`config.mk`:
```
export PLATFORM = sky130hd
export DESIGN_NAME = cbt_bit_timer
export DESIGN_NICKNAME = d
export VERILOG_FILES = /design/src/cbt_pkg.sv /design/src/cbt_quantum_gen.sv /design/src/cbt_sampler.sv /design/src/cbt_bit_timer.sv
export VERILOG_INCLUDE_DIRS = /design/src
export SDC_FILE = /design/constraint.sdc
export NUM_CORES = 1
export LEC_CHECK = 0
export ABC_AREA = 1
export BUFFER_PORTS_ARGS = -buffer_cell sky130_fd_sc_hd__buf_2
export CAP_MARGIN = 20
export CORE_AREA = 2 2 91 93
export DETAILED_ROUTE_END_ITERATION = 12
export DIE_AREA = 0 0 93 95
export PLACE_DENSITY_LB_ADDON = 0.2
export SYNTH_ARGS = -nofsm -noshare
export SYNTH_HDL_FRONTEND = slang
export SYNTH_SLANG_ARGS = --single-unit
```
`constraint.sdc`:
```
create_clock -name i_ref_clk -period 4.5 [get_ports i_ref_clk]
set_clock_uncertainty 0.2 [all_clocks]
set_input_delay 0.45 -clock i_ref_clk [delete_from_list [all_inputs] [get_ports i_ref_clk]]
set_output_delay 0.45 -clock i_ref_clk [all_outputs]
set_load 0.05 [all_outputs]
```
`src/cbt_params.svh`:
```
// Register offsets, field positions and timing constants of the bit timer.
`ifndef CBT_PARAMS_SVH
`define CBT_PARAMS_SVH
`define CBT_ADDR_PRESCALE  3'h0
`define CBT_ADDR_JUMP_PROP 3'h1
`define CBT_ADDR_PHASE     3'h2
`define CBT_ADDR_CTRL      3'h3
`define CBT_ADDR_STATUS    3'h4
`define CBT_PRESC_MSB      6
`define CBT_PRESC_LSB      1
`define CBT_RJW_MSB        6
`define CBT_RJW_LSB        5
`define CBT_PROP_MSB       3
`define CBT_PROP_LSB       1
`define CBT_PH2_MSB        6
`define CBT_PH2_LSB        4
`define CBT_PH1_MSB        3
`define CBT_PH1_LSB        1
`define CBT_TRIPLE_BIT     0
`define CBT_CKMODE_BIT     0
`define CBT_CFG_RESET      19'h00000
`define CBT_IDLE_BITS      4'hb
`define CBT_SYS_HZ_FAST    20000000
`define CBT_SYS_HZ_SLOW    10000000
`define CBT_CLKDIV_SLOW    (`CBT_SYS_HZ_FAST / `CBT_SYS_HZ_SLOW)
`endif

```
`src/cbt_pkg.sv`:
```
// Types shared by the bit-timing block.
package cbt_pkg;
	typedef enum logic [1:0] {
		CBT_SEG_SYNC,
		CBT_SEG_PROP,
		CBT_SEG_PH1,
		CBT_SEG_PH2
	} cbt_seg_t;

	typedef struct packed {
		logic [5:0] baud_prescaler;
		logic [1:0] resync_jump_width;
		logic [2:0] prop_seg;
		logic [2:0] phase_segment_two;
		logic [2:0] phase_segment_one;
		logic       triple_sample_select;
		logic       clock_mode;
	} cbt_cfg_t;

	typedef struct packed {
		cbt_cfg_t   cfg;
		cbt_seg_t   seg;
		logic [3:0] cnt;
		logic [2:0] ext;
		logic       resynced;
		logic       idle;
		logic [3:0] rec_cnt;
		logic [1:0] rx_sync;
		logic       rx_prev;
		logic [1:0] div_cnt;
		logic [7:0] rd_data;
	} cbt_main_st_t;
endpackage : cbt_pkg

```
`src/cbt_quantum_gen.sv`:
```
// Prescaler that turns system clock enables into quantum ticks.
`timescale 1ns/1ns
module cbt_quantum_gen (
	input  wire logic       i_ref_clk,
	input  wire logic       i_rst,
	input  wire logic       i_sys_en,
	input  wire logic       i_restart,
	input  wire logic [5:0] i_baud_prescaler,
	output logic            o_quantum_tick,
	output logic            o_half_tick
);
	typedef struct packed {
		logic [5:0] cnt;
		logic [5:0] chk;
	} cbt_qg_st_t;

	cbt_qg_st_t q;
	cbt_qg_st_t d;

	// A lowered prescaler ends the running quantum at once, never wraps.
	always_comb begin
		d = q;
		o_quantum_tick = i_sys_en && !i_restart && (q.cnt >= i_baud_prescaler);
		o_half_tick = i_sys_en && !i_restart && (i_baud_prescaler != 6'h00)
			&& (q.cnt == (i_baud_prescaler >> 1));
		if (i_restart || o_quantum_tick) begin
			d.cnt = 6'h00;
			d.chk = 6'h00;
		end else if (i_sys_en) begin
			d.cnt = q.cnt + 6'h01;
			d.chk = q.chk + 6'h01;
		end
	end

	always_ff @(posedge i_ref_clk) begin
		if (i_rst) begin
			q <= '0;
		end else begin
			q <= d;
		end
	end

	a_quantum_len: assert property (@(posedge i_ref_clk) disable iff (i_rst)
		o_quantum_tick && $stable(i_baud_prescaler) |-> q.chk == i_baud_prescaler)
		else $error("quantum length differs from prescaler plus one");
endmodule : cbt_quantum_gen

```
`src/cbt_sampler.sv`:
```
// Bus sampler with single or majority-of-three decision.
`timescale 1ns/1ns
module cbt_sampler (
	input  wire logic i_ref_clk,
	input  wire logic i_rst,
	input  wire logic i_level,
	input  wire logic i_shift,
	input  wire logic i_sample,
	input  wire logic i_triple,
	output logic      o_bit,
	output logic      o_valid
);
	typedef struct packed {
		logic [1:0] hist;
		logic       bitv;
		logic       valid;
	} cbt_smp_st_t;

	cbt_smp_st_t q;
	cbt_smp_st_t d;

	always_comb begin
		d = q;
		d.valid = 1'b0;
		if (i_shift) begin
			d.hist = {q.hist[0], i_level};
		end
		if (i_sample) begin
			d.valid = 1'b1;
			// With a non-zero prescaler, older samples sit half a quantum and one quantum back.
			d.bitv = i_triple ? ((q.hist[1] & q.hist[0]) | (q.hist[1] & i_level)
				| (q.hist[0] & i_level)) : i_level;
		end
	end

	always_ff @(posedge i_ref_clk) begin
		if (i_rst) begin
			q <= '0;
			q.hist <= 2'h3;
			q.bitv <= 1'b1;
		end else begin
			q <= d;
		end
	end

	assign o_bit = q.bitv;
	assign o_valid = q.valid;

	a_single_sample: assert property (@(posedge i_ref_clk) disable iff (i_rst)
		i_sample && !i_triple |=> o_valid && o_bit == $past(i_level))
		else $error("single sample does not follow bus level");
	a_triple_vote: assert property (@(posedge i_ref_clk) disable iff (i_rst)
		i_sample && i_triple && q.hist[1] == q.hist[0] |=> o_bit == $past(q.hist[0]))
		else $error("majority vote outvoted by one sample");
endmodule : cbt_sampler

```
`src/cbt_bit_timer.sv`:
```
// Bit-timing unit: registers, clock mode, segment sequencer and sync.
`timescale 1ns/1ns
`include "cbt_params.svh"

module cbt_bit_timer (
	input  wire logic       i_ref_clk,
	input  wire logic       i_rst,
	input  wire logic [2:0] i_addr,
	input  wire logic [7:0] i_wr_data,
	input  wire logic       i_wr_en,
	input  wire logic       i_rd_en,
	input  wire logic       i_can_rx,
	output logic      [7:0] o_rd_data,
	output logic            o_rx_bit,
	output logic            o_rx_valid,
	output logic            o_sample_point,
	output logic            o_bus_idle
);
	cbt_pkg::cbt_main_st_t q;
	cbt_pkg::cbt_main_st_t d;

	logic       sys_en;
	logic       quantum_tick;
	logic       half_tick;
	logic       fall_edge;
	logic       hard_sync;
	logic       restart;
	logic       sample_pt;
	logic [3:0] cnt_v;
	logic [2:0] ext_v;
	logic [4:0] rjw1;
	logic [4:0] elapsed;
	logic [4:0] remain;
	logic [4:0] ph1_end;

	// ==========================================================
	// System clock rate
	// The reference clock stands for the fast system clock; the slow
	// mode keeps one enable out of every divider period.
	// rate selection
	assign sys_en = q.cfg.clock_mode
		|| (q.div_cnt == 2'(`CBT_CLKDIV_SLOW - 1));

	// ==========================================================
	// Bus edge detection
	// Only recessive-to-dominant edges are used for synchronisation.
	assign fall_edge = q.rx_prev && !q.rx_sync[1];
	assign hard_sync = fall_edge && q.idle;

	cbt_quantum_gen u_quantum (
		.i_ref_clk        (i_ref_clk),
		.i_rst            (i_rst),
		.i_sys_en         (sys_en),
		.i_restart        (restart),
		.i_baud_prescaler (q.cfg.baud_prescaler),
		.o_quantum_tick   (quantum_tick),
		.o_half_tick      (half_tick)
	);

	cbt_sampler u_sampler (
		.i_ref_clk (i_ref_clk),
		.i_rst     (i_rst),
		.i_level   (q.rx_sync[1]),
		.i_shift   (quantum_tick || half_tick),
		.i_sample  (sample_pt),
		.i_triple  (q.cfg.triple_sample_select),
		.o_bit     (o_rx_bit),
		.o_valid   (o_rx_valid)
	);

	// ==========================================================
	// Next-state logic
	always_comb begin
		d = q;
		cnt_v = q.cnt;
		ext_v = q.ext;
		restart = 1'b0;
		sample_pt = 1'b0;
		rjw1 = {3'h0, q.cfg.resync_jump_width} + 5'h01;
		elapsed = 5'h00;
		remain = 5'h00;
		ph1_end = 5'h00;

		d.rx_sync = {q.rx_sync[0], i_can_rx};
		d.rx_prev = q.rx_sync[1];
		if (q.cfg.clock_mode || sys_en) begin
			d.div_cnt = 2'h0;
		end else begin
			d.div_cnt = q.div_cnt + 2'h1;
		end

		// Register writes; unused bits are not stored.
		if (i_wr_en) begin
			case (i_addr)
				`CBT_ADDR_PRESCALE: begin
					d.cfg.baud_prescaler =
						i_wr_data[`CBT_PRESC_MSB:`CBT_PRESC_LSB];
				end
				`CBT_ADDR_JUMP_PROP: begin
					d.cfg.resync_jump_width =
						i_wr_data[`CBT_RJW_MSB:`CBT_RJW_LSB];
					d.cfg.prop_seg = i_wr_data[`CBT_PROP_MSB:`CBT_PROP_LSB];
				end
				`CBT_ADDR_PHASE: begin
					d.cfg.phase_segment_two =
						i_wr_data[`CBT_PH2_MSB:`CBT_PH2_LSB];
					d.cfg.phase_segment_one =
						i_wr_data[`CBT_PH1_MSB:`CBT_PH1_LSB];
					d.cfg.triple_sample_select = i_wr_data[`CBT_TRIPLE_BIT];
				end
				`CBT_ADDR_CTRL: begin
					d.cfg.clock_mode = i_wr_data[`CBT_CKMODE_BIT];
				end
				default: begin
				end
			endcase
		end

		// Read data stand for exactly one cycle after the strobe.
		d.rd_data = 8'h00;
		if (i_rd_en) begin
			case (i_addr)
				`CBT_ADDR_PRESCALE: begin
					d.rd_data = {1'b0, q.cfg.baud_prescaler, 1'b0};
				end
				`CBT_ADDR_JUMP_PROP: begin
					d.rd_data = {1'b0, q.cfg.resync_jump_width, 1'b0,
						q.cfg.prop_seg, 1'b0};
				end
				`CBT_ADDR_PHASE: begin
					d.rd_data = {1'b0, q.cfg.phase_segment_two,
						q.cfg.phase_segment_one, q.cfg.triple_sample_select};
				end
				`CBT_ADDR_CTRL: begin
					d.rd_data = {7'h00, q.cfg.clock_mode};
				end
				`CBT_ADDR_STATUS: begin
					d.rd_data = {4'h0, q.seg, o_rx_bit, q.idle};
				end
				default: begin
					d.rd_data = 8'h00;
				end
			endcase
		end

		// Soft resynchronisation, at most once per bit.
		if (hard_sync) begin
			restart = 1'b1;
		end else if (fall_edge && !q.resynced
			&& q.seg != cbt_pkg::CBT_SEG_SYNC) begin
			d.resynced = 1'b1;
			if (q.seg == cbt_pkg::CBT_SEG_PH2) begin
				remain = {2'h0, q.cfg.phase_segment_two} - {1'b0, q.cnt}
					+ 5'h01;
				if (remain <= rjw1) begin
					restart = 1'b1;
				end else begin
					cnt_v = q.cnt + rjw1[3:0];
				end
			end else begin
				if (q.seg == cbt_pkg::CBT_SEG_PROP) begin
					elapsed = {1'b0, q.cnt} + 5'h01;
				end else begin
					elapsed = {2'h0, q.cfg.prop_seg} + {1'b0, q.cnt} + 5'h02;
				end
				ext_v = (elapsed < rjw1) ? elapsed[2:0] : rjw1[2:0];
			end
		end

		d.cnt = cnt_v;
		d.ext = ext_v;
		ph1_end = {2'h0, q.cfg.phase_segment_one} + {2'h0, ext_v};
		if (restart) begin
			// The edge itself opens a fresh sync quantum.
			d.seg = cbt_pkg::CBT_SEG_SYNC;
			d.cnt = 4'h0;
			d.ext = 3'h0;
			d.resynced = 1'b1;
			if (hard_sync) begin
				d.idle = 1'b0;
				d.rec_cnt = 4'h0;
			end
		end else if (quantum_tick) begin
			case (q.seg)
				cbt_pkg::CBT_SEG_SYNC: begin
					d.seg = cbt_pkg::CBT_SEG_PROP;
					d.cnt = 4'h0;
					d.resynced = 1'b0;
				end
				cbt_pkg::CBT_SEG_PROP: begin
					if (cnt_v >= {1'b0, q.cfg.prop_seg}) begin
						d.seg = cbt_pkg::CBT_SEG_PH1;
						d.cnt = 4'h0;
					end else begin
						d.cnt = cnt_v + 4'h1;
					end
				end
				// sample point at phase one end
				cbt_pkg::CBT_SEG_PH1: begin
					if ({1'b0, cnt_v} >= ph1_end) begin
						d.seg = cbt_pkg::CBT_SEG_PH2;
						d.cnt = 4'h0;
						d.ext = 3'h0;
						sample_pt = 1'b1;
					end else begin
						d.cnt = cnt_v + 4'h1;
					end
				end
				cbt_pkg::CBT_SEG_PH2: begin
					if (cnt_v >= {1'b0, q.cfg.phase_segment_two}) begin
						d.seg = cbt_pkg::CBT_SEG_SYNC;
						d.cnt = 4'h0;
					end else begin
						d.cnt = cnt_v + 4'h1;
					end
				end
				default: begin
					d.seg = cbt_pkg::CBT_SEG_SYNC;
					d.cnt = 4'h0;
				end
			endcase
		end

		// Idle after a run of recessive bits, so the next edge hard-syncs.
		if (o_rx_valid && !hard_sync) begin
			if (!o_rx_bit) begin
				d.rec_cnt = 4'h0;
				d.idle = 1'b0;
			end else if (q.rec_cnt < `CBT_IDLE_BITS) begin
				d.rec_cnt = q.rec_cnt + 4'h1;
				if (q.rec_cnt + 4'h1 == `CBT_IDLE_BITS) begin
					d.idle = 1'b1;
				end
			end
		end
	end

	// ==========================================================
	// State register
	always_ff @(posedge i_ref_clk) begin
		if (i_rst) begin
			q <= '0;
			q.cfg <= `CBT_CFG_RESET;
			q.idle <= 1'b1;
			q.rx_sync <= 2'h3;
			q.rx_prev <= 1'b1;
		end else begin
			q <= d;
		end
	end

	assign o_rd_data = q.rd_data;
	assign o_sample_point = sample_pt;
	assign o_bus_idle = q.idle;

	// ==========================================================
	// Checks
	a_fast_rate: assert property (@(posedge i_ref_clk) disable iff (i_rst)
		q.cfg.clock_mode |-> sys_en)
		else $error("fast mode misses a system enable");
	a_slow_rate: assert property (@(posedge i_ref_clk) disable iff (i_rst)
		!q.cfg.clock_mode && sys_en |=> !sys_en || q.cfg.clock_mode)
		else $error("slow mode enables two cycles in a row");
	a_prescale_read: assert property (@(posedge i_ref_clk) disable iff (i_rst)
		i_rd_en && i_addr == `CBT_ADDR_PRESCALE
		|=> o_rd_data == {1'b0, $past(q.cfg.baud_prescaler), 1'b0})
		else $error("prescaler register reads wrong");
	a_prescale_write: assert property (@(posedge i_ref_clk) disable iff (i_rst)
		i_wr_en && i_addr == `CBT_ADDR_PRESCALE
		|=> q.cfg.baud_prescaler == $past(i_wr_data[6:1]))
		else $error("prescaler write not stored");
	a_jump_prop_map: assert property (@(posedge i_ref_clk) disable iff (i_rst)
		i_wr_en && i_addr == `CBT_ADDR_JUMP_PROP ##1 i_rd_en
		&& i_addr == `CBT_ADDR_JUMP_PROP |=> o_rd_data == ($past(i_wr_data, 2) & 8'h6e))
		else $error("jump and propagation fields misplaced");
	a_phase_map: assert property (@(posedge i_ref_clk) disable iff (i_rst)
		i_wr_en && i_addr == `CBT_ADDR_PHASE ##1 i_rd_en
		&& i_addr == `CBT_ADDR_PHASE |=> o_rd_data == ($past(i_wr_data, 2) & 8'h7f))
		else $error("phase and sampling fields misplaced");
	a_sync_one_tq: assert property (@(posedge i_ref_clk) disable iff (i_rst)
		q.seg == cbt_pkg::CBT_SEG_SYNC && quantum_tick && !restart
		|=> q.seg == cbt_pkg::CBT_SEG_PROP && q.cnt == 4'h0)
		else $error("sync segment longer than one quantum");
	a_ph2_length: assert property (@(posedge i_ref_clk) disable iff (i_rst)
		q.seg == cbt_pkg::CBT_SEG_PH2 && quantum_tick && !fall_edge
		&& q.cnt == {1'b0, q.cfg.phase_segment_two}
		|=> q.seg == cbt_pkg::CBT_SEG_SYNC)
		else $error("phase two does not end after field plus one");
	a_sample_place: assert property (@(posedge i_ref_clk) disable iff (i_rst)
		sample_pt |-> q.seg == cbt_pkg::CBT_SEG_PH1 && quantum_tick
		##1 q.seg == cbt_pkg::CBT_SEG_PH2 && o_rx_valid)
		else $error("sample point off the phase boundary");
	a_hard_sync: assert property (@(posedge i_ref_clk) disable iff (i_rst)
		fall_edge && q.idle
		|=> q.seg == cbt_pkg::CBT_SEG_SYNC && q.cnt == 4'h0 && !q.idle)
		else $error("frame start edge did not hard-sync");
	a_jump_limit: assert property (@(posedge i_ref_clk) disable iff (i_rst)
		q.ext <= {1'b0, q.cfg.resync_jump_width} + 3'h1)
		else $error("resync jump exceeds jump width");
endmodule : cbt_bit_timer

```
# After elaboration in Yosys (flattened, before gate mapping)
# Index checks and enable logic that the tools add are counted.
[word_totals]
in_bits = 16
regBits = 57
output_inout_bits = 12
word_cells = 132
[classes]
n_reduce_logical = 30
n_eq_ne = 13
muxes = 43
bitwise_logic = 6
addsub = 12
order_cmp = 7
[ops]
columns = ["cell", "count"]
rows = [
  ["5-bit two-way mux", 9],
  ["7-bit one-hot mux with 5 select lines", 1],
  ["4-bit two-way mux", 7],
  ["6-bit one-hot mux with 4 select lines", 1],
  ["3-bit two-way mux", 6],
  ["1-bit two-way mux", 15],
  ["1-bit logical AND", 9],
  ["4-bit by 1-bit adder with 4-bit output (second input constant)", 2],
  ["4-bit by 3-bit greater-or-equal comparator with 1-bit output", 2],
  ["8-bit two-way mux", 1],
  ["2-bit AND reduction", 4],
  ["2-bit OR reduction", 4],
  ["6-bit by 1-bit adder with 6-bit output (second input constant)", 1],
  ["3-bit by 2-bit == test with 1-bit output (second input constant)", 2],
  ["6-bit by 5-bit == test with 1-bit output", 1],
  ["6-bit greater-or-equal comparator", 1],
  ["2-bit two-way mux", 3],
  ["6-bit nonzero test", 1],
  ["3-bit by 4-bit adder with 5-bit output", 1],
  ["4-bit by 1-bit adder with 5-bit output (second input constant)", 1],
  ["5-bit by 1-bit adder with 5-bit output (second input constant)", 1],
  ["5-bit by 2-bit adder with 5-bit output (second input constant)", 1],
  ["5-bit by 3-bit <= comparator with 1-bit output", 1],
  ["5-bit by 3-bit less-than comparator with 1-bit output", 1],
  ["other kinds (23)", 35],
]

# Logic depth before layout (Yosys ltp)
# Gate-level depths: netlist (run 1).
[depth]
ltp_word = 18
mapped_depth = 29
mapped_depth_nobuf = 29

# Hierarchy
# A second synthesis (run 1) with hierarchy kept.
[unflattened]
hier_cells = 528
hier_area_um2 = 3826.2
[by_module_without_submodules]
columns = ["mod", "seq_area_each_um2", "n_inst", "cells_each", "area_each_um2"]
rows = [
  ["cbt_bit_timer", 920.9, 1, 423, 3150.5],
  ["cbt_quantum_gen", 120.1, 1, 84, 524.3],
  ["cbt_sampler", 80.1, 1, 21, 151.4],
]

# Least setup slack after synthesis (run 1)
# OpenSTA, ideal clock, no wires.
[synth_path]
path_kind = "flip-flop to output port"
from = "register q[23] (netlist bit)"
to = "output o_sample_point"
arrival_time_ps = 4198
stages_incl_launch_ff = 25
path_buffers = 0
required_ps = 3850
slack_ps = -348
cell_sequence = "dfxtp_1 inv_1 ha_1 inv_1 ha_1 fa_1 nor2_1 a21oi_1 ha_1 nand2_1 nand3b_2 o21ai_0 nand2_1 nand2_1 inv_1 ha_1 inv_1 fa_1 ha_1 inv_1 o21bai_1 nand3_1 nand3_1 nand2_1 nor2_2"
[synth_via]
elab_chain_len = 17
elab_cells_between_ends = 33
cone_classes = "7 x add/sub; 3 x order compare; 20 x mux; 3 x reduce/logical"
[synth_lines]
columns = ["item", "line_no", "rtl"]
rows = [
  ["start: declaration", "cbt_bit_timer.sv:19", "cbt_pkg::cbt_main_st_t q;"],
  ["3-bit by 4-bit adder with 5-bit output", "cbt_bit_timer.sv:164", "elapsed = {2'h0, q.cfg.prop_seg} + {1'b0, q.cnt} + 5'h02;"],
  ["5-bit by 2-bit adder with 5-bit output", "cbt_bit_timer.sv:164", ""],
  ["5-bit two-way mux", "cbt_bit_timer.sv:161", "if (q.seg == cbt_pkg::CBT_SEG_PROP) begin"],
  ["5-bit two-way mux", "cbt_bit_timer.sv:152", "if (q.seg == cbt_pkg::CBT_SEG_PH2) begin"],
  ["5-bit two-way mux", "cbt_bit_timer.sv:149", "end else if (fall_edge && !q.resynced"],
  ["5-bit two-way mux", "cbt_bit_timer.sv:147", "if (hard_sync) begin"],
  ["5-bit by 3-bit less-than comparator with 1-bit output", "cbt_bit_timer.sv:166", "ext_v = (elapsed < rjw1) ? elapsed[2:0] : rjw1[2:0];"],
  ["3-bit two-way mux", "cbt_bit_timer.sv:166", ""],
  ["3-bit two-way mux", "cbt_bit_timer.sv:152", ""],
  ["3-bit two-way mux", "cbt_bit_timer.sv:149", ""],
  ["3-bit two-way mux", "cbt_bit_timer.sv:147", ""],
  ["3-bit by 3-bit adder with 4-bit output", "cbt_bit_timer.sv:172", "ph1_end = {2'h0, q.cfg.phase_segment_one} + {2'h0, ext_v};"],
  ["4-bit greater-or-equal comparator", "cbt_bit_timer.sv:200", "if ({1'b0, cnt_v} >= ph1_end) begin"],
  ["1-bit two-way mux", "cbt_bit_timer.sv:200", ""],
  ["1-bit two-way mux", "cbt_bit_timer.sv:184", "case (q.seg)"],
  ["1-bit two-way mux", "cbt_bit_timer.sv:183", "end else if (quantum_tick) begin"],
  ["1-bit two-way mux (*)", "cbt_bit_timer.sv:173", "if (restart) begin"],
  ["end: declaration", "cbt_bit_timer.sv:16", "output logic o_sample_point,"],
]
# Mark *: on every way between the ends. The rest lies on a longest branch, timed or not. The select of a mux whose other input is x is not followed.

# Final worst setup path (run 1)
[layout_path]
from = "register q[23] (netlist bit)"
to = "register q[20] (netlist bit)"
[layout_via]
elab_chain_len = 16
elab_cells_between_ends = 33
cone_classes = "7 x add/sub; 3 x order compare; 19 x mux; 4 x reduce/logical"
[layout_lines]
columns = ["item", "line_no"]
rows = [
  ["3-bit by 4-bit adder with 5-bit output", "cbt_bit_timer.sv:164"],
  ["5-bit by 2-bit adder with 5-bit output", "cbt_bit_timer.sv:164"],
  ["5-bit two-way mux", "cbt_bit_timer.sv:161"],
  ["5-bit two-way mux", "cbt_bit_timer.sv:152"],
  ["5-bit two-way mux", "cbt_bit_timer.sv:149"],
  ["5-bit two-way mux", "cbt_bit_timer.sv:147"],
  ["5-bit by 3-bit less-than comparator with 1-bit output", "cbt_bit_timer.sv:166"],
  ["3-bit two-way mux", "cbt_bit_timer.sv:166"],
  ["3-bit two-way mux", "cbt_bit_timer.sv:152"],
  ["3-bit two-way mux", "cbt_bit_timer.sv:149"],
  ["3-bit two-way mux", "cbt_bit_timer.sv:147"],
  ["3-bit by 3-bit adder with 4-bit output", "cbt_bit_timer.sv:172"],
  ["4-bit greater-or-equal comparator", "cbt_bit_timer.sv:200"],
  ["3-bit two-way mux", "cbt_bit_timer.sv:200"],
  ["3-bit two-way mux", "cbt_bit_timer.sv:184"],
  ["8-bit two-way mux", "cbt_bit_timer.sv:183"],
]
# Several ways; a longest one is shown, not always the timed one. The select of a mux whose other input is x is not followed.
# A chain may end at the register's enable or synchronous reset.

==> impl_metrics.toml, run 1 <==
[global_routing]
grt_start_max_net_pins = 24
globalRouteTotalUtil_pct = 23.1
number_of_antenna_violations_at_the_first_check_in_global_routing = 0
wire_length_of_the_first_global_routing_pass_mm = 16.0
grt_remaining_overflow = 0
grt_pass1_vias = 3371

[worst_setup_path]
required_ns = 4.56
crit_arrival_ns = 5.09
r2r_slack_ns = -0.54
timing.critical_path.fanout_max = 3
cp-end-kind = "register"
critPathSlowestCell = "sky130_fd_sc_hd__fa_2"
startpoint_type = "register"
worst-setup-path-type = "register to register"
critical_path.most_common_cell = "sky130_fd_sc_hd__buf_6"
rr_worst_depth = 34
cp_slowest_stage_delay_ns = 0.56

[timing]
maxClockFrequency_ghz = 0.199
share_of_the_clock_period_used_by_the_worst_path_pct = 112
hold_viol_final = 0
setup_violations = 12
worstMarginPinSlew_ns = 0.624
finalWorstPathRequiredPeriod_ns = 5.04
max-slew-margin-rel_pct = 58.3
accumulated_negative_setup_slack_ns = -4.08
drv_slew = 0
post-route-worst-setup-slack_ns = -0.538
rsz0062_at_grt = "yes"

[routing]
drt-initial-drc-count = 247
route.antenna.remaining_nets = 0
vias_per_cell = 5.39
routedWlPerCell_um = 15.3
finalWirelength_mm = 10.5
dr.pass1.iters = 5
vias = 3699
remaining_drc_errors = 0

[cells_and_area]
final_layout_fill_cell_count = 727
fin_util_pct = 60.4
layout.cells.most_common_list = "sky130_fd_sc_hd__inv_1, sky130_fd_sc_hd__nand2_1, sky130_fd_sc_hd__dfxtp_1"
flow.area_growth_from_synthesis_pct = 25.2
final_design_area_no_fill_um2 = 4790
drive_gt1_share_pct = 26.0
antenna_diode_instance_count = 0
final_nets = 651
final_common_cell = "sky130_fd_sc_hd__inv_1"
final_cells = 686

[cts]
cts_buffers = 5
cts.sink_count = 56
clk_transition_reported_paths_ns = 0.11
h-tree-depth = 2
cts.root.buffer_cell = "sky130_fd_sc_hd__clkbuf_8"
ctsLongestPathBuffers = 2
cts_tree = "built"
clk-insertion-delay-late_ns = 0.33

[floorplan]
design.core.area_um2 = 7930
vertical_extent_of_the_die_um = 95
initial_utilization_pct = 48.2
floorplan.rows = 33
io_pins = 28
die_area_um2 = 8840
chipWidth_um = 93

[hold_path]
timing.hold.worst.class = "input pin to register"
min_delay_path_depth = 2

[yosys]
sequential_element_share_of_the_synthesized_area_pct = 29.3
postSynthAreaPerCell_um2 = 7.54
synthCells = 507
synth.cell_area_um2 = 3820
postSynthRegisterBits = 56
yosys.cell_types.count = 43
synth_enable_flop_cells = 0
synthArstFlopShare_pct = 0
synth_flop_cell = "sky130_fd_sc_hd__dfxtp_1"
synth_net_count = 578
yosysWarningCount = 0

[pwr]
power_density_nw_per_um2 = 270
ir_worst_vdd_v = 0.000183
power.static_leakage_nw = 2.29

[run_status]
outcome = "finished with violations"
violated_checks = "setup timing"

[run]
timing.max_cap.violations = 0

[place]
io_buffer_count = 25
gp_congestion = 0.871
dpl.hpwl_mm = 7.43
dp.cells = 639
place_area_um2 = 4160
## worst paths after layout
check                              start     to
worst max register to register     q[23]  q[20]
worst max-delay path               q[23]  q[20]
worst min register to register     d[12]  d[10]
worst min-delay path            i_can_rx  d[12]
## where the power goes
part	total [mW]	switching, mW	internal (mW)
Sequential	0.537	0.0181	0.519
Combinational	0.452	0.261	0.191
Clock	0.304	0.189	0.115
Total	1.29	0.468	0.825
## cell families (layout without fill, tap and decap cells)
kind of cell               after synthesis  after routing  share of synthesized area (%)
AOI/OAI and AO/OA                      102            102                           15.1
xor gates and xnor gates                 8              8                           1.83
adders and majority gates               55             55                           18.8
buffers and inverters                   93            167                           9.91
DFF                                     56             56                           29.3
other                                    1              1                         0.0980
and+or+nand+nor                        192            192                           24.9
## layout make-up
cell class                      count  area, um^2  area share (%)
Multi-Input combinational cell    358        2480            51.8
Tap cell                          105         131            2.74
Sequential cell                    56        1120            23.5
Clock inverter                      3        27.5           0.575
Inverter                           80         305            6.38
Timing Repair Buffer               79         651            13.6
Clock buffer                        5        68.8            1.44
## flip-flops by register name, summed over array words and instances, names as in the netlist
register           cells
q                     36
o_rd_data              7
u_quantum.q            6
d                      2
u_sampler.q            2
o_bus_idle             1
u_sampler.o_bit        1
u_sampler.o_valid      1
## Yosys cell counts (all sizes together), types with 2 or more instances
cell type / instances / area, um^2
o21bai: 2 / 15.0
inv: 80 / 300
a21boi: 3 / 22.5
o21ai: 38 / 190
a221oi: 3 / 26.3
a21oi: 37 / 185
fa: 4 / 80.1
nor2: 58 / 254
clkbuf: 5 / 18.8
dfxtp: 56 / 1120
ha: 51 / 638
nor3: 8 / 40.0
or2: 4 / 25.0
nand3b: 5 / 41.3
nand3: 32 / 183
buf: 8 / 60.1
o211ai: 3 / 22.5
a211oi: 3 / 27.5
xor2: 7 / 61.3
nand4: 6 / 67.6
nand2: 79 / 343
o22ai: 8 / 50.1
## metal layers
metal | vias to the layer above | track usage, % | wire (um)
met4 | 0 | 7.72 | 264
met3 | 24 | 3.35 | 684
met1 | 1708 | 30.2 | 4530
met2 | 148 | 39.2 | 5050
met5 | - | 0 | 0
li1 | 1819 | - | -
## critical path: cells and delay by family (launching register included)
kind / cells / cell delay (ns)
AOI/OAI and AO/OA: 2 / 0.19
buffers and inverters: 13 / 1.10
DFF: 1 / 0.37
and+or+nand+nor: 12 / 1.02
adders and majority gates: 7 / 2.07
## stage by stage
step,hold slack (ns),worst slack (ns),power [mW]
floorplan,0.189,-0.0111,0.819
global placement,0.192,-0.179,0.909
detailed placement,0.195,-0.226,0.920
CTS,0.0945,-0.440,1.27
global route,0.106,-0.702,1.37
finish,0.0998,-0.538,1.29
## timing repair
action                     in CTS  in global routing
hold buffers                    0                  0
buffers inserted               31                 27
setup endpoints to repair       4                 12
resized for setup              16                 52
pin swaps                      14                 17
Note: power is estimated with default switching activity, not from simulation.
==> inputs of run 2 (changes only) <==
--- a/config.mk
+++ b/config.mk
@@ -9,9 +9,9 @@
 export ABC_AREA = 1
 export BUFFER_PORTS_ARGS = -buffer_cell sky130_fd_sc_hd__buf_2
 export CAP_MARGIN = 20
-export CORE_AREA = 2 2 91 93
+export CORE_AREA = 2 2 101 103
 export DETAILED_ROUTE_END_ITERATION = 12
-export DIE_AREA = 0 0 93 95
+export DIE_AREA = 0 0 103 105
 export PLACE_DENSITY_LB_ADDON = 0.2
 export SYNTH_ARGS = -nofsm -noshare
 export SYNTH_HDL_FRONTEND = slang
==> impl_metrics.toml, run 2 (synthesis gave the netlist of run 1 again) <==
[run_status]
outcome = "finished with violations"
violated_checks = "setup timing"

[timing]
accumulated_negative_setup_slack_ns = -2.18
share_of_the_clock_period_used_by_the_worst_path_pct = 111
finalWorstPathRequiredPeriod_ns = 4.98
hold_viol_final = 0
worstMarginPinSlew_ns = 0.634
post-route-worst-setup-slack_ns = -0.478
max-slew-margin-rel_pct = 57.7
setup_violations = 9
hold_slack_ns = 0.115
drv_slew = 0
rsz0062_at_grt = "yes"
maxClockFrequency_ghz = 0.201

[run]
timing.max_cap.violations = 0

[cts]
cts_tree = "built"
ctsLongestPathBuffers = 2
cts_buffers = 5
cts.root.buffer_cell = "sky130_fd_sc_hd__clkbuf_8"
cts.sink_count = 56
clk-insertion-delay-late_ns = 0.31
holdBufCountCts = 0
clk_transition_reported_paths_ns = 0.11
h-tree-depth = 2

[worst_setup_path]
timing.critical_path.fanout_max = 4
timing.rr.end = "q[21]"
worst-setup-path-type = "register to primary output"
required_ns = 3.85
crit_arrival_ns = 4.33
r2r_slack_ns = -0.36
startpoint_type = "register"
rr_worst_depth = 34
cp-end-kind = "primary output"
reg2reg_from = "q[23]"

[place]
gp_congestion = 0.861
io_buffer_count = 25
dp_slack_ns = -0.216
dpl.hpwl_mm = 7.67
place_area_um2 = 4200
dp.cells = 667

[pwr]
ir_worst_vdd_v = 0.000210
power.static_leakage_nw = 2.14
power_density_nw_per_um2 = 293

[cells_and_area]
final_common_cell = "sky130_fd_sc_hd__inv_1"
final_layout_fill_cell_count = 994
final_nets = 622
final_cells = 684
layout.cells.most_common_list = "sky130_fd_sc_hd__inv_1, sky130_fd_sc_hd__nand2_1, sky130_fd_sc_hd__dfxtp_1"
flow.area_growth_from_synthesis_pct = 18.7
final-seq-area_um2 = 1130
multiInputGateArea_um2 = 2470
final_design_area_no_fill_um2 = 4540
drive_gt1_share_pct = 22.1
antenna_diode_instance_count = 0
largest_register = "q"
largest_register_ff_count = 36

[global_routing]
grt_pass1_vias = 3295
grt_start_max_net_pins = 24
grt_remaining_overflow = 0
number_of_antenna_violations_at_the_first_check_in_global_routing = 0
wire_length_of_the_first_global_routing_pass_mm = 15.6
globalRouteTotalUtil_pct = 18.3

[routing]
dr.pass1.iters = 5
vias_per_cell = 5.01
drt-initial-drc-count = 142
routedWlPerCell_um = 14.1
remaining_drc_errors = 0
vias = 3424
route.antenna.remaining_nets = 0
finalWirelength_mm = 9.65

[floorplan]
chipWidth_um = 103
die_area_um2 = 10800
floorplan.rows = 36
initial_utilization_pct = 39.7
io_pins = 28
design.core.area_um2 = 9640
vertical_extent_of_the_die_um = 105

[hold_path]
min_delay_path_depth = 2
hold_start = "i_can_rx"
timing.hold.worst.class = "input pin to register"
hold-path-endpoint = "d[12]"
## run 2: changes by cell type in the layout (fill, tap and decap cells not counted), sizes merged
| cell | delta |
|---|---|
| clkinv | -1 |
| clkinvlp | -1 |
| clkbuf | +1 |
| bufinv | +1 |
| buf | -29 |
| inv | -1 |
## run 2: per-stage QoR
step | utilization, % | total power, mW
6_report | 47.1 | 1.33
5_1_grt | 47.1 | 1.41
4_1_cts | 45.5 | 1.32
3_5_place_dp | 43.5 | 0.922
3_3_place_gp | 43.5 | 0.914
2_1_floorplan | - | 0.819
## run 2: area by class of cell
cell class	count	share of cell area (%)
multi-input cells	358	54.5
flip-flops and latches	56	24.8
repair buffers	50	7.60
inverters	80	6.72
well taps	133	3.66
clock buffers	6	2.07
clock inverters	1	0.661
## run 2: worst max-delay path, stage by stage, from the launching register on
cell	delay, ns
sky130_fd_sc_hd__dfxtp_4	0.37
sky130_fd_sc_hd__inv_4	0.04
sky130_fd_sc_hd__ha_4	0.25
sky130_fd_sc_hd__inv_2	0.03
sky130_fd_sc_hd__ha_4	0.15
sky130_fd_sc_hd__fa_1	0.51
sky130_fd_sc_hd__nor2_2	0.05
sky130_fd_sc_hd__a21oi_2	0.14
sky130_fd_sc_hd__ha_1	0.26
sky130_fd_sc_hd__nand2_2	0.08
sky130_fd_sc_hd__nand3b_4	0.11
sky130_fd_sc_hd__nand2_2	0.08
sky130_fd_sc_hd__o21ai_2	0.05
sky130_fd_sc_hd__nand2_1	0.07
sky130_fd_sc_hd__nand2_2	0.06
sky130_fd_sc_hd__inv_2	0.07
sky130_fd_sc_hd__ha_4	0.12
sky130_fd_sc_hd__inv_2	0.03
sky130_fd_sc_hd__fa_1	0.50
sky130_fd_sc_hd__ha_4	0.30
sky130_fd_sc_hd__inv_2	0.03
sky130_fd_sc_hd__o21bai_1	0.15
sky130_fd_sc_hd__nand3_1	0.13
sky130_fd_sc_hd__nand3_2	0.08
sky130_fd_sc_hd__nand2_2	0.06
sky130_fd_sc_hd__nor2_4	0.12
sky130_fd_sc_hd__buf_8	0.16
## run 2: power breakdown
part | total [mW] | switching (mW) | internal, mW
logic | 0.420 | 0.250 | 0.170
clock network | 0.374 | 0.177 | 0.197
registers | 0.537 | 0.0181 | 0.519
total | 1.33 | 0.445 | 0.886
## run 2: routing by layer
metal	track usage, %	share of wire (%)	up-vias
met5	0	0	-
met4	2.26	0.55	0
met3	2.54	4.7	6
met2	29.5	46	67
met1	26.5	49	1591
li1	-	-	1760
## run 2: repair_timing
item,in CTS,in global routing
setup endpoints to repair,4,12
resized for setup,5,34
pin swaps,16,18
setup buffers,7,7
## run 2: worst max path at each step
stage / to / startpoint / slack, ns / cells past startpoint
3_3_place_gp: o_sample_point / q[23] / -0.19 / 25
6_report: o_sample_point / q[23] / -0.48 / 26
3_5_place_dp: o_sample_point / q[23] / -0.22 / 26
2_1_floorplan: o_sample_point / q[23] / -0.01 / 24
5_1_grt: o_sample_point / q[23] / -0.67 / 26
4_1_cts: o_sample_point / q[23] / -0.43 / 26
==> inputs of run 3 (changes only) <==
--- a/config.mk
+++ b/config.mk
@@ -13,6 +13,7 @@
 export DETAILED_ROUTE_END_ITERATION = 12
 export DIE_AREA = 0 0 103 105
 export PLACE_DENSITY_LB_ADDON = 0.2
+export RECOVER_POWER = 50
 export SYNTH_ARGS = -nofsm -noshare
 export SYNTH_HDL_FRONTEND = slang
 export SYNTH_SLANG_ARGS = --single-unit
==> impl_metrics.toml, run 3 (synthesis gave the netlist of run 1 again) <==
[run_status]
outcome = "finished with violations"
violated_checks = "setup timing"

[place]
dpl.hpwl_mm = 7.67
io_buffer_count = 25
place_area_um2 = 4200
gp_congestion = 0.861
dp_slack_ns = -0.216
dp.cells = 667

[routing]
route.antenna.remaining_nets = 0
vias_per_cell = 4.98
vias = 3406
routedWlPerCell_um = 14.1
finalWirelength_mm = 9.62
remaining_drc_errors = 0
drt-initial-drc-count = 142
dr.pass1.iters = 5

[pwr]
ir_worst_vdd_v = 0.000209
total_power_mw = 1.33
power_density_nw_per_um2 = 294
power.static_leakage_nw = 2.10

[cells_and_area]
final_common_cell = "sky130_fd_sc_hd__inv_1"
largest_register = "q"
final_cells = 684
fin_util_pct = 47.0
layout.cells.most_common_list = "sky130_fd_sc_hd__inv_1, sky130_fd_sc_hd__nand2_1, sky130_fd_sc_hd__dfxtp_1"
final_design_area_no_fill_um2 = 4530
drive_gt1_share_pct = 20.1
final-seq-area_um2 = 1130
multiInputGateArea_um2 = 2470
final_layout_fill_cell_count = 997
final_nets = 622
antenna_diode_instance_count = 0
largest_register_ff_count = 36
flow.area_growth_from_synthesis_pct = 18.4

[timing]
hold_slack_ns = 0.116
maxClockFrequency_ghz = 0.201
rsz0062_at_grt = "yes"
drv_slew = 0
max-slew-margin-rel_pct = 52.3
hold_viol_final = 0
share_of_the_clock_period_used_by_the_worst_path_pct = 111
accumulated_negative_setup_slack_ns = -2.18
post-route-worst-setup-slack_ns = -0.473
finalWorstPathRequiredPeriod_ns = 4.97
setup_violations = 8
worstMarginPinSlew_ns = 0.716

[worst_setup_path]
startpoint_type = "register"
crit_arrival_ns = 4.32
cp-end-kind = "primary output"
rr_worst_depth = 34
reg2reg_from = "q[23]"
worst-setup-path-type = "register to primary output"
cp_slowest_stage_delay_ns = 0.51
cp.buffers_inverters = 6
timing.rr.end = "q[21]"
required_ns = 3.85
r2r_slack_ns = -0.36
critPathSlowestCell = "sky130_fd_sc_hd__fa_1"
cp_top_family = "adder cells"
timing.critical_path.fanout_max = 4

[run]
timing.max_cap.violations = 0

[global_routing]
number_of_antenna_violations_at_the_first_check_in_global_routing = 0
grt_pass1_vias = 3295
busiest_layer = "met2"
gr-usage-met3_pct = 2.54
grt_remaining_overflow = 0
grt.met1_usage_pct = 26.5
grt_start_max_net_pins = 24
wire_length_of_the_first_global_routing_pass_mm = 15.6
global_route.usage.met2_pct = 29.5
globalRouteTotalUtil_pct = 18.3

[floorplan]
design.core.area_um2 = 9640
io_pins = 28
initial_utilization_pct = 39.7
die_area_um2 = 10800
floorplan.rows = 36
chipWidth_um = 103
vertical_extent_of_the_die_um = 105

[cts]
cts_buffers = 5
cts_tree = "built"
h-tree-depth = 2
cts.sink_count = 56
holdBufCountCts = 0
clk-insertion-delay-late_ns = 0.31
clk_transition_reported_paths_ns = 0.11
ctsLongestPathBuffers = 2
cts.root.buffer_cell = "sky130_fd_sc_hd__clkbuf_8"

[hold_path]
hold_start = "i_can_rx"
timing.hold.worst.class = "input pin to register"
min_delay_path_depth = 2
hold-path-endpoint = "d[12]"
-- run 3: cell types whose count changed in the layout (fill, tap and decap cells not counted), sizes merged --
| cell | delta |
|---|---|
| clkbuf | +11 |
| buf | -11 |
-- run 3: cell type report --
| cell class | instances | share of cell area, % |
|---|---|---|
| flip-flops and latches | 56 | 24.9 |
| multi-input cells | 358 | 54.7 |
| clock buffers | 6 | 2.07 |
| well taps | 133 | 3.68 |
| clock inverters | 1 | 0.663 |
| repair buffers | 50 | 7.32 |
| inverters | 80 | 6.74 |
-- run 3: worst max-delay path by stage --
stage / start / endpoint / slack, ns / depth (start not counted)
2_1_floorplan: q[23] / o_sample_point / -0.01 / 24
3_3_place_gp: q[23] / o_sample_point / -0.19 / 25
3_5_place_dp: q[23] / o_sample_point / -0.22 / 26
4_1_cts: q[23] / o_sample_point / -0.43 / 26
5_1_grt: q[23] / o_sample_point / -0.67 / 26
6_report: q[23] / o_sample_point / -0.47 / 26
-- run 3: report_power, final --
| part | leakage [nW] | internal, mW | switching (mW) |
|---|---|---|---|
| registers | 0.456 | 0.519 | 0.0182 |
| logic | 1.59 | 0.169 | 0.249 |
| clock network | 0.0624 | 0.197 | 0.176 |
-- run 3: routing by layer --
metal	vias to the layer above	wire length (um)	part of all wire [%]
met1	1580	4660	48
li1	1758	-	-
met3	2	502	5.2
met5	-	0	0
met2	66	4440	46
met4	0	19	0.20
-- run 3: repair_timing --
action | CTS | global route
pin swaps | 16 | 18
resized for setup | 5 | 34
setup buffers | 7 | 7
setup endpoints to repair | 4 | 12
